<file path="src/include/link_io_pkg.sv">
// constants, address map and state codes of the cyclic link exchange block
`default_nettype none
package link_io_pkg;
    // buffer geometry
    localparam int unsigned NUM_STATIONS  = 4;
    localparam int unsigned WORDS_PER_STN = 8;
    localparam int unsigned NUM_WORDS     = NUM_STATIONS * WORDS_PER_STN;

    // register byte addresses
    localparam logic [11:0] ADDR_CTRL       = 12'h000;
    localparam logic [11:0] ADDR_STATUS     = 12'h004;
    localparam logic [11:0] ADDR_IRQ_STATUS = 12'h008;
    localparam logic [11:0] ADDR_IRQ_CLEAR  = 12'h00c;
    localparam logic [11:0] ADDR_IRQ_ENABLE = 12'h010;
    localparam logic [11:0] ADDR_SCAN_COUNT = 12'h014;
    localparam logic [11:0] BASE_BIT_IN     = 12'h100;
    localparam logic [11:0] BASE_BIT_OUT    = 12'h180;
    localparam logic [11:0] BASE_WORD_WR    = 12'h200;
    localparam logic [11:0] BASE_WORD_RD    = 12'h300;

    // ctrl fields
    localparam int unsigned CTRL_START_BIT   = 0;
    localparam int unsigned CTRL_IO_ONLY_BIT = 1;
    localparam int unsigned CTRL_LAST_LSB    = 2;
    localparam logic [3:0]  CTRL_RESET       = 4'h0;

    // interrupt status layout
    localparam int unsigned IRQ_SCAN_DONE = 0;
    localparam int unsigned IRQ_TIMEOUT   = 1;
    localparam logic [1:0]  IRQ_RESET     = 2'h0;

    // bus responses
    localparam logic [1:0] RESP_OKAY   = 2'h0;
    localparam logic [1:0] RESP_SLVERR = 2'h2;

    // link item kinds
    localparam logic KIND_BITS = 1'h0;
    localparam logic KIND_WORD = 1'h1;

    // station answer timeout
    localparam int unsigned CLK_PERIOD_NS   = 5;
    localparam int unsigned LINK_TIMEOUT_NS = 10000;
    localparam int unsigned LINK_TIMEOUT_CYC = LINK_TIMEOUT_NS / CLK_PERIOD_NS;

    typedef enum logic [1:0] {
        SCAN_IDLE  = 2'h0,
        SCAN_BITS  = 2'h1,
        SCAN_WORDS = 2'h3,
        SCAN_NEXT  = 2'h2
    } scan_state_t;
endpackage
`default_nettype wire

</file>
<file path="src/core/axil_reg_slave.sv">
// axi4-lite slave front end: handshakes, one write and one read at a time
`default_nettype none
module axil_reg_slave (
    // clock and reset
    input  wire logic        sys_clk,
    input  wire logic        reset_n,
    input  wire logic        clk_en,
    // axi4-lite
    input  wire logic [11:0] s_axi_awaddr,
    input  wire logic        s_axi_awvalid,
    output logic             s_axi_awready,
    input  wire logic [31:0] s_axi_wdata,
    input  wire logic [3:0]  s_axi_wstrb,
    input  wire logic        s_axi_wvalid,
    output logic             s_axi_wready,
    output logic [1:0]       s_axi_bresp,
    output logic             s_axi_bvalid,
    input  wire logic        s_axi_bready,
    input  wire logic        s_axi_arvalid,
    output logic             s_axi_arready,
    output logic [31:0]      s_axi_rdata,
    output logic [1:0]       s_axi_rresp,
    output logic             s_axi_rvalid,
    input  wire logic        s_axi_rready,
    // register file side
    output logic             wr_en,
    output logic [11:0]      wr_addr,
    output logic [31:0]      wr_data,
    output logic [3:0]       wr_strb,
    input  wire logic        wr_ok,
    input  wire logic [31:0] rd_data,
    input  wire logic        rd_ok
);
    logic        aw_held_q, aw_held_d, w_held_q, w_held_d;
    logic        awready_q, awready_d, wready_q, wready_d, arready_q, arready_d;
    logic        bvalid_q, bvalid_d, rvalid_q, rvalid_d;
    logic [1:0]  bresp_q, bresp_d, rresp_q, rresp_d;
    logic [11:0] addr_q, addr_d;
    logic [31:0] data_q, data_d, rdata_q, rdata_d;
    logic [3:0]  strb_q, strb_d;

    assign wr_en   = aw_held_q & w_held_q & ~bvalid_q;
    assign wr_addr = addr_q;
    assign wr_data = data_q;
    assign wr_strb = strb_q;

    always_comb begin
        aw_held_d = aw_held_q;
        w_held_d  = w_held_q;
        addr_d    = addr_q;
        data_d    = data_q;
        strb_d    = strb_q;
        bvalid_d  = bvalid_q;
        bresp_d   = bresp_q;
        rvalid_d  = rvalid_q;
        rresp_d   = rresp_q;
        rdata_d   = rdata_q;
        // address and data are taken in either order
        if (s_axi_awvalid && awready_q) begin
            aw_held_d = 1'h1;
            addr_d    = s_axi_awaddr;
        end
        if (s_axi_wvalid && wready_q) begin
            w_held_d = 1'h1;
            data_d   = s_axi_wdata;
            strb_d   = s_axi_wstrb;
        end
        if (bvalid_q && s_axi_bready) begin
            bvalid_d = 1'h0;
        end
        if (wr_en) begin
            aw_held_d = 1'h0;
            w_held_d  = 1'h0;
            bvalid_d  = 1'h1;
            bresp_d   = wr_ok ? link_io_pkg::RESP_OKAY : link_io_pkg::RESP_SLVERR;
        end
        awready_d = ~aw_held_d & ~bvalid_d;
        wready_d  = ~w_held_d & ~bvalid_d;
        if (rvalid_q && s_axi_rready) begin
            rvalid_d = 1'h0;
        end
        if (s_axi_arvalid && arready_q) begin
            rvalid_d = 1'h1;
            rdata_d  = rd_data;
            rresp_d  = rd_ok ? link_io_pkg::RESP_OKAY : link_io_pkg::RESP_SLVERR;
        end
        arready_d = ~rvalid_d;
    end

    always_ff @(posedge sys_clk) begin
        if (!reset_n) begin
            aw_held_q <= 1'h0;
            w_held_q  <= 1'h0;
            awready_q <= 1'h1;
            wready_q  <= 1'h1;
            arready_q <= 1'h1;
            bvalid_q  <= 1'h0;
            rvalid_q  <= 1'h0;
            bresp_q   <= link_io_pkg::RESP_OKAY;
            rresp_q   <= link_io_pkg::RESP_OKAY;
            addr_q    <= 12'h000;
            data_q    <= 32'h0000_0000;
            strb_q    <= 4'h0;
            rdata_q   <= 32'h0000_0000;
        end else if (clk_en) begin
            aw_held_q <= aw_held_d;
            w_held_q  <= w_held_d;
            awready_q <= awready_d;
            wready_q  <= wready_d;
            arready_q <= arready_d;
            bvalid_q  <= bvalid_d;
            rvalid_q  <= rvalid_d;
            bresp_q   <= bresp_d;
            rresp_q   <= rresp_d;
            addr_q    <= addr_d;
            data_q    <= data_d;
            strb_q    <= strb_d;
            rdata_q   <= rdata_d;
        end
    end

    assign s_axi_awready = awready_q;
    assign s_axi_wready  = wready_q;
    assign s_axi_arready = arready_q;
    assign s_axi_bvalid  = bvalid_q;
    assign s_axi_bresp   = bresp_q;
    assign s_axi_rvalid  = rvalid_q;
    assign s_axi_rresp   = rresp_q;
    assign s_axi_rdata   = rdata_q;
endmodule
`default_nettype wire

</file>
<file path="src/core/cyclic_link_io_exchange.sv">
// master-station cyclic exchange of bit and word buffers with remote stations
`default_nettype none
//////////////////////////////////////////////////////////////////////////////
module cyclic_link_io_exchange (
    // clock and reset
    input  wire logic        sys_clk,
    input  wire logic        reset_n,
    input  wire logic        clk_en,
    // axi4-lite register bus
    input  wire logic [11:0] s_axi_awaddr,
    input  wire logic        s_axi_awvalid,
    output logic             s_axi_awready,
    input  wire logic [31:0] s_axi_wdata,
    input  wire logic [3:0]  s_axi_wstrb,
    input  wire logic        s_axi_wvalid,
    output logic             s_axi_wready,
    output logic [1:0]       s_axi_bresp,
    output logic             s_axi_bvalid,
    input  wire logic        s_axi_bready,
    input  wire logic [11:0] s_axi_araddr,
    input  wire logic        s_axi_arvalid,
    output logic             s_axi_arready,
    output logic [31:0]      s_axi_rdata,
    output logic [1:0]       s_axi_rresp,
    output logic             s_axi_rvalid,
    input  wire logic        s_axi_rready,
    // link request toward remote stations
    output logic             link_req,
    output logic             link_kind,
    output logic [1:0]       link_station,
    output logic [2:0]       link_word_idx,
    output logic [31:0]      link_out_bits,
    output logic [15:0]      link_out_word,
    // link answer from remote stations
    input  wire logic        link_rsp_valid,
    input  wire logic [31:0] link_in_bits,
    input  wire logic [15:0] link_in_word,
    // interrupt
    output logic             irq
);
    localparam int unsigned NS = link_io_pkg::NUM_STATIONS;
    localparam int unsigned NW = link_io_pkg::NUM_WORDS;

    logic        wr_en, wr_ok, rd_ok;
    logic [11:0] wr_addr;
    logic [31:0] wr_data, rd_data;
    logic [3:0]  wr_strb;

    axil_reg_slave u_bus (
        .sys_clk       (sys_clk),
        .reset_n       (reset_n),
        .clk_en        (clk_en),
        .s_axi_awaddr  (s_axi_awaddr),
        .s_axi_awvalid (s_axi_awvalid),
        .s_axi_awready (s_axi_awready),
        .s_axi_wdata   (s_axi_wdata),
        .s_axi_wstrb   (s_axi_wstrb),
        .s_axi_wvalid  (s_axi_wvalid),
        .s_axi_wready  (s_axi_wready),
        .s_axi_bresp   (s_axi_bresp),
        .s_axi_bvalid  (s_axi_bvalid),
        .s_axi_bready  (s_axi_bready),
        .s_axi_arvalid (s_axi_arvalid),
        .s_axi_arready (s_axi_arready),
        .s_axi_rdata   (s_axi_rdata),
        .s_axi_rresp   (s_axi_rresp),
        .s_axi_rvalid  (s_axi_rvalid),
        .s_axi_rready  (s_axi_rready),
        .wr_en         (wr_en),
        .wr_addr       (wr_addr),
        .wr_data       (wr_data),
        .wr_strb       (wr_strb),
        .wr_ok         (wr_ok),
        .rd_data       (rd_data),
        .rd_ok         (rd_ok)
    );

    //////////////////////////////////////////////////////////////////////////
    // address and byte-strobe merge helpers
    function automatic logic in_area(input logic [11:0] a, input logic [11:0] base,
                                     input int unsigned cnt);
        in_area = (a >= base) && ({20'h0, a} < {20'h0, base} + cnt * 4) && (a[1:0] == 2'h0);
    endfunction

    function automatic logic [31:0] merge(input logic [31:0] old, input logic [31:0] nw,
                                          input logic [3:0] strb);
        for (int b = 0; b < 4; b++) begin
            merge[b*8 +: 8] = strb[b] ? nw[b*8 +: 8] : old[b*8 +: 8];
        end
    endfunction

    //////////////////////////////////////////////////////////////////////////
    // buffers and control state
    logic [31:0] bit_in_q  [NS];
    logic [31:0] bit_in_d  [NS];
    logic [31:0] bit_out_q [NS];
    logic [31:0] bit_out_d [NS];
    logic [15:0] word_wr_q [NW];
    logic [15:0] word_wr_d [NW];
    logic [15:0] word_rd_q [NW];
    logic [15:0] word_rd_d [NW];

    logic [3:0]  ctrl_q, ctrl_d;
    logic [1:0]  irq_st_q, irq_st_d, irq_en_q, irq_en_d, irq_set;
    logic        irq_q, irq_d;
    logic [15:0] scan_cnt_q, scan_cnt_d;
    logic [10:0] tmo_q, tmo_d;

    link_io_pkg::scan_state_t state_q, state_d;
    logic        req_q, req_d, kind_q, kind_d;
    logic [1:0]  stn_q, stn_d;
    logic [2:0]  widx_q, widx_d;
    logic [31:0] obits_q, obits_d;
    logic [15:0] oword_q, oword_d;

    logic        bit_cap, word_cap;
    logic [4:0]  word_slot;
    logic        running, io_only;
    logic [1:0]  last_stn;

    assign running   = ctrl_q[link_io_pkg::CTRL_START_BIT];
    assign io_only   = ctrl_q[link_io_pkg::CTRL_IO_ONLY_BIT];
    assign last_stn  = ctrl_q[link_io_pkg::CTRL_LAST_LSB +: 2];
    assign word_slot = {stn_q, widx_q};

    // per-station bit slices, fixed by station number
    for (genvar s = 0; s < NS; s++) begin : g_stn
        logic [11:0] ry_addr;
        assign ry_addr = link_io_pkg::BASE_BIT_OUT + 12'(s * 4);
        always_comb begin
            bit_in_d[s]  = bit_in_q[s];
            bit_out_d[s] = bit_out_q[s];
            if (bit_cap && stn_q == 2'(s)) begin
                bit_in_d[s] = link_in_bits;
            end
            if (wr_en && wr_addr == ry_addr) begin
                bit_out_d[s] = merge(bit_out_q[s], wr_data, wr_strb);
            end
        end
        always_ff @(posedge sys_clk) begin
            if (!reset_n) begin
                bit_in_q[s]  <= 32'h0000_0000;
                bit_out_q[s] <= 32'h0000_0000;
            end else if (clk_en) begin
                bit_in_q[s]  <= bit_in_d[s];
                bit_out_q[s] <= bit_out_d[s];
            end
        end
    end

    // per-entry word slices, station-major order
    for (genvar w = 0; w < NW; w++) begin : g_word
        logic [11:0] rw_addr;
        assign rw_addr = link_io_pkg::BASE_WORD_WR + 12'(w * 4);
        always_comb begin
            word_wr_d[w] = word_wr_q[w];
            word_rd_d[w] = word_rd_q[w];
            if (wr_en && wr_addr == rw_addr) begin
                word_wr_d[w] = 16'(merge({16'h0000, word_wr_q[w]}, wr_data,
                                         wr_strb));
            end
            if (word_cap && word_slot == 5'(w)) begin
                word_rd_d[w] = link_in_word;
            end
        end
        always_ff @(posedge sys_clk) begin
            if (!reset_n) begin
                word_wr_q[w] <= 16'h0000;
                word_rd_q[w] <= 16'h0000;
            end else if (clk_en) begin
                word_wr_q[w] <= word_wr_d[w];
                word_rd_q[w] <= word_rd_d[w];
            end
        end
    end

    //////////////////////////////////////////////////////////////////////////
    // cyclic scan: bits then, in full mode, the station's words
    always_comb begin
        state_d  = state_q;
        req_d    = req_q;
        kind_d   = kind_q;
        stn_d    = stn_q;
        widx_d   = widx_q;
        obits_d  = obits_q;
        oword_d  = oword_q;
        tmo_d    = tmo_q;
        bit_cap  = 1'h0;
        word_cap = 1'h0;
        irq_set  = 2'h0;
        scan_cnt_d = scan_cnt_q;
        // a lost station must not stall the scan
        if (req_q && !link_rsp_valid) begin
            tmo_d = tmo_q + 11'h001;
        end
        unique case (state_q)
            link_io_pkg::SCAN_IDLE: begin
                stn_d = 2'h0;
                if (running) begin
                    state_d = link_io_pkg::SCAN_BITS;
                end
            end
            link_io_pkg::SCAN_BITS: begin
                if (!req_q) begin
                    req_d   = 1'h1;
                    kind_d  = link_io_pkg::KIND_BITS;
                    obits_d = bit_out_q[stn_q];
                    tmo_d   = 11'h000;
                end else if (link_rsp_valid || tmo_q == 11'(link_io_pkg::LINK_TIMEOUT_CYC)) begin
                    req_d   = 1'h0;
                    bit_cap = link_rsp_valid;
                    irq_set[link_io_pkg::IRQ_TIMEOUT] = ~link_rsp_valid;
                    widx_d  = 3'h0;
                    // io-only mode leaves the word phase out entirely
                    state_d = io_only ? link_io_pkg::SCAN_NEXT
                                      : link_io_pkg::SCAN_WORDS;
                end
            end
            link_io_pkg::SCAN_WORDS: begin
                if (!req_q) begin
                    req_d   = 1'h1;
                    kind_d  = link_io_pkg::KIND_WORD;
                    oword_d = word_wr_q[word_slot];
                    tmo_d   = 11'h000;
                end else if (link_rsp_valid || tmo_q == 11'(link_io_pkg::LINK_TIMEOUT_CYC)) begin
                    req_d    = 1'h0;
                    word_cap = link_rsp_valid;
                    irq_set[link_io_pkg::IRQ_TIMEOUT] = ~link_rsp_valid;
                    widx_d   = widx_q + 3'h1;
                    if (widx_q == 3'(link_io_pkg::WORDS_PER_STN - 1)) begin
                        state_d = link_io_pkg::SCAN_NEXT;
                    end
                end
            end
            link_io_pkg::SCAN_NEXT: begin
                stn_d   = stn_q + 2'h1;
                state_d = link_io_pkg::SCAN_BITS;
                if (stn_q == last_stn) begin
                    stn_d      = 2'h0;
                    scan_cnt_d = scan_cnt_q + 16'h0001;
                    irq_set[link_io_pkg::IRQ_SCAN_DONE] = 1'h1;
                    if (!running) begin
                        state_d = link_io_pkg::SCAN_IDLE;
                    end
                end
            end
        endcase
    end

    //////////////////////////////////////////////////////////////////////////
    // control, interrupt registers and read decode
    always_comb begin
        ctrl_d   = ctrl_q;
        irq_en_d = irq_en_q;
        if (wr_en && wr_addr == link_io_pkg::ADDR_CTRL && wr_strb[0]) begin
            ctrl_d = wr_data[3:0];
        end
        if (wr_en && wr_addr == link_io_pkg::ADDR_IRQ_ENABLE && wr_strb[0]) begin
            irq_en_d = wr_data[1:0];
        end
        // a new event outranks a clear in the same cycle
        irq_st_d = irq_st_q | irq_set;
        if (wr_en && wr_addr == link_io_pkg::ADDR_IRQ_CLEAR && wr_strb[0]) begin
            irq_st_d = (irq_st_q & ~wr_data[1:0]) | irq_set;
        end
        irq_d = |(irq_st_d & irq_en_d);
    end

    always_comb begin
        wr_ok = (wr_addr == link_io_pkg::ADDR_CTRL) || (wr_addr == link_io_pkg::ADDR_IRQ_CLEAR)
             || (wr_addr == link_io_pkg::ADDR_IRQ_ENABLE)
             || in_area(wr_addr, link_io_pkg::BASE_BIT_OUT, NS)
             || in_area(wr_addr, link_io_pkg::BASE_WORD_WR, NW);
        rd_ok   = 1'h1;
        rd_data = 32'h0000_0000;
        if (s_axi_araddr == link_io_pkg::ADDR_CTRL) begin
            rd_data = {28'h0, ctrl_q};
        end else if (s_axi_araddr == link_io_pkg::ADDR_STATUS) begin
            rd_data = {27'h0, io_only, stn_q, state_q != link_io_pkg::SCAN_IDLE, req_q};
        end else if (s_axi_araddr == link_io_pkg::ADDR_IRQ_STATUS) begin
            rd_data = {30'h0, irq_st_q};
        end else if (s_axi_araddr == link_io_pkg::ADDR_IRQ_CLEAR) begin
            rd_data = 32'h0000_0000;
        end else if (s_axi_araddr == link_io_pkg::ADDR_IRQ_ENABLE) begin
            rd_data = {30'h0, irq_en_q};
        end else if (s_axi_araddr == link_io_pkg::ADDR_SCAN_COUNT) begin
            rd_data = {16'h0, scan_cnt_q};
        end else if (in_area(s_axi_araddr, link_io_pkg::BASE_BIT_IN, NS)) begin
            rd_data = bit_in_q[s_axi_araddr[3:2]];
        end else if (in_area(s_axi_araddr, link_io_pkg::BASE_BIT_OUT, NS)) begin
            rd_data = bit_out_q[s_axi_araddr[3:2]];
        end else if (in_area(s_axi_araddr, link_io_pkg::BASE_WORD_WR, NW)) begin
            rd_data = {16'h0, word_wr_q[s_axi_araddr[6:2]]};
        end else if (in_area(s_axi_araddr, link_io_pkg::BASE_WORD_RD, NW)) begin
            rd_data = {16'h0, word_rd_q[s_axi_araddr[6:2]]};
        end else begin
            rd_ok = 1'h0;
        end
    end

    always_ff @(posedge sys_clk) begin
        if (!reset_n) begin
            state_q    <= link_io_pkg::SCAN_IDLE;
            req_q      <= 1'h0;
            kind_q     <= link_io_pkg::KIND_BITS;
            stn_q      <= 2'h0;
            widx_q     <= 3'h0;
            obits_q    <= 32'h0000_0000;
            oword_q    <= 16'h0000;
            tmo_q      <= 11'h000;
            scan_cnt_q <= 16'h0000;
            ctrl_q     <= link_io_pkg::CTRL_RESET;
            irq_st_q   <= link_io_pkg::IRQ_RESET;
            irq_en_q   <= link_io_pkg::IRQ_RESET;
            irq_q      <= 1'h0;
        end else if (clk_en) begin
            state_q    <= state_d;
            req_q      <= req_d;
            kind_q     <= kind_d;
            stn_q      <= stn_d;
            widx_q     <= widx_d;
            obits_q    <= obits_d;
            oword_q    <= oword_d;
            tmo_q      <= tmo_d;
            scan_cnt_q <= scan_cnt_d;
            ctrl_q     <= ctrl_d;
            irq_st_q   <= irq_st_d;
            irq_en_q   <= irq_en_d;
            irq_q      <= irq_d;
        end
    end

    assign link_req      = req_q;
    assign link_kind     = kind_q;
    assign link_station  = stn_q;
    assign link_word_idx = widx_q;
    assign link_out_bits = obits_q;
    assign link_out_word = oword_q;
    assign irq           = irq_q;
endmodule
`default_nettype wire

</file>
<file path="config.mk">
export PLATFORM = sky130hd
export DESIGN_NAME = cyclic_link_io_exchange
export DESIGN_NICKNAME = d
export VERILOG_FILES = /design/src/include/link_io_pkg.sv /design/src/core/axil_reg_slave.sv /design/src/core/cyclic_link_io_exchange.sv
export SDC_FILE = /design/constraint.sdc
export NUM_CORES = 2
export LEC_CHECK = 0
export ABC_AREA = 1
export BUFFER_PORTS_ARGS = -buffer_cell sky130_fd_sc_hd__buf_2
export CAP_MARGIN = 15
export CORE_MARGIN = 2
export CORE_UTILIZATION = 45
export DETAILED_ROUTE_END_ITERATION = 7
export HOLD_SLACK_MARGIN = 0.08
export SYNTH_ARGS = -nofsm -noshare
export SYNTH_HDL_FRONTEND = slang
export SYNTH_SLANG_ARGS = --single-unit
export TNS_END_PERCENT = 20
</file>
<file path="constraint.sdc">
create_clock -name sys_clk -period 7.9 [get_ports sys_clk]
set_clock_uncertainty 0.15 [all_clocks]
set_input_delay 1.185 -clock sys_clk [delete_from_list [all_inputs] [get_ports sys_clk]]
set_output_delay 1.185 -clock sys_clk [all_outputs]
set_load 0.05 [all_outputs]
</file>
==> out/metrics.yaml <==
slowest_stage: "dfxtp_2"
synth_area_leaders: "edfxtp_1 (58%), nor2_1 (11%), o22ai_1 (5.5%)"
netlist.area_leader.share: 0.577
via_count: 55364
clockBufferDepth: 3
synth_top_cell_by_area: "edfxtp_1"
synth_top_cells_by_count: "nor2_1 (1864), edfxtp_1 (1280), o21ai_0 (611)"
timing.slew.headroom: 0.118
grt_use_total: 0.312
synthArstFlopShare: 0
grt_pass1_wl_mm: 347
p_comb_frac: 0.076
rsz0062_at_grt: "false"
synth_flop_cell: "edfxtp_1"
setup_violations: 0
worstPathMaxFanout: 72
holdBufCountCts: 0
synth_cell_types: 61
port_buffers: 211
routedWlPerCell_um: 27.5
path_clk_slew_ns: 0.06
clock-root-buffer: "clkbuf_16"
fill_cells: 13440
drt_wl_total_mm: 242
synth_edf_count: 1280
cts-htree-levels: 4
cts_resized: 0
core_area_um2: 147000
vdd_ir_drop_max_v: 0.000233
required_ns: 8.16
final_max_slew_viol_count: 0
yosysSeqAreaShare: 0.632
syn_avg_cell_area_um2: 9.79
drt_iter0_drc: 8713
min_to: "u_bus.wr_addr[0]"
r2r_cells: 8
power_leakage_uw: 0.0267
initial_core_util: 0.452
holdPathStages: 2
whs_ns: 0.300
insertion_delay_ns: 0.79
die_area_um2: 151000
finalHoldViolCount: 0
startpoint_type: "register"
via_per_inst: 6.29
pin_count: 214
grt_overflow: 0
tns_ns: 0
rows: 141
cts_buffers: 155
first_pass_iters: 7
yosys_warnings: 0
place.gp.congestion: 0.934
synth.most_common_cell: "nor2_1"
layout.nets: 6865
critPathMaxStageDelay_ns: 0.84
clock.fmax_mhz: 199
post_cts_buffers: 0
power_frac_clock: 0.414
path_cells: "clkinv_1, buf_4, nor2_2, buf_4, clkinv_1, nor2_1, nand2_1, nand2_1"
fin_crit_sh: 0.637
power_density_nw_per_um2: 233
seqPwrFrac: 0.510
path_class: "register to register"
syn-cell-area_um2: 66600
period_needed_ns: 5.03
die_w_um: 389
drive_gt1_frac: 0.0866
worst_ep_arrival_time_ns: 5.29
r2r_setup_slack_ns: 2.87
dp_hpwl_mm: 151
worstSetupEndpointType: "register"
drc: 0
p_switching_uw: 4260
max-cap-violations: 0
r2r-start: "link_station[0]"
intPower_uw: 12900
cts_tree: "done"
synth_cells: 6796
ant_nets: 0
die_height_um: 389
grt_max_degree: 123
worstHoldStart: "u_bus.wr_addr[0]"
status: "complete, no violations"
hold_path_class: "register to register"
cts_sinks: 1462
grt_pass1_vias: 50602
yosys_register_bits: 1462
area_growth_pct: 10.6
r2r_end: "word_rd_q[26][8]"
switching_share: 0.248
worstMarginPinSlew_ns: 1.32
grt_antenna_before_repair: 9
[area by class of cell]
type | instances | area, um2 | share of cell area
Sequential cell | 1462 | 42100 | 0.572
Multi-Input combinational cell | 4506 | 21200 | 0.289
Clock buffer | 205 | 4320 | 0.0587
Tap cell | 1930 | 2410 | 0.0328
Timing Repair Buffer | 305 | 1850 | 0.0252
Inverter | 306 | 1160 | 0.0157
Clock inverter | 78 | 518 | 0.00704
Antenna cell | 3 | 7.51 | 0.000102
[flip-flops by register name (all words and copies together), names as in the netlist, 4 cells and up]
name and flops:
u_bus.s_axi_rdata 32, u_bus.wr_addr 12, ctrl_q 4, word_rd_q 512
u_bus.wr_strb 4, u_bus.wr_data 32, link_out_word 16, bit_out_q 128
scan_cnt_q 16, link_out_bits 32, tmo_q 11, word_wr_q 512
bit_in_q 128
[power groups by stage]
stage	sequential (uW)	combinational, uW	clock (uW)
finish	8760	1300	7100
global route	8780	1360	7410
CTS	8750	1260	7110
detailed placement	8910	1250	0
global placement	8910	1250	0
floorplan	8900	701	0
[how the worst max path moves through the flow]
stage	startpoint	end	cells past startpoint
floorplan	reset_n	bit_in_q[0][0]	6
global placement	s_axi_araddr[2]	u_bus.s_axi_rdata[15]	14
detailed placement	s_axi_araddr[2]	u_bus.s_axi_rdata[15]	14
CTS	link_station[0]	word_rd_q[24][1]	8
global route	link_station[0]	word_rd_q[24][10]	8
finish	link_station[0]	word_rd_q[26][8]	8
[cell families after synthesis]
| family | after synthesis | share of synthesized area |
|---|---|---|
| simple gates | 2731 | 0.162 |
| compound gates | 1758 | 0.152 |
| flops | 1462 | 0.632 |
| buf+inv | 829 | 0.0505 |
| fa+ha+maj | 12 | 0.00226 |
| xor+xnor | 3 | 0.000395 |
| other cells | 1 | 0.0000563 |
[routing by layer]
layer,vias up,share of wire,track usage
met1,26981,0.39,0.436
met5,-,0.00037,0
li1,24002,-,-
met3,574,0.12,0.0711
met2,3795,0.44,0.468
met4,12,0.047,0.129
[metrics by stage]
stage | total power, uW | utilization | cells | instance area [um2] | setup slack (ns)
finish | 17200 | 0.500 | 8795 | 73600 | 2.87
global route | 17500 | 0.500 | 8793 | 73600 | 2.67
CTS | 17100 | 0.499 | 8789 | 73600 | 2.99
detailed placement | 10200 | 0.466 | 8506 | 68700 | 2.56
global placement | 10200 | 0.466 | 8506 | 68700 | 2.53
floorplan | 9610 | - | 6797 | 66600 | 4.50
[cells in the final DEF, fill, tap and decap left out, drive strengths merged, types with 182 or more instances in the layout]
cell type,instances
nor2,1870
edfxtp,1280
o21ai,619
o22ai,586
nand2,579
a21oi,336
inv,304
buf,303
clkbuf,207
dfxtp,182
[worst max-delay path: cells and delay by family, from the launching register on]
kind / cells / cell delay, ns
DFF: 1 / 0.84
and+or+nand+nor: 4 / 1.93
buffers and inverters: 4 / 1.67
(Power assumes the default switching activity.)
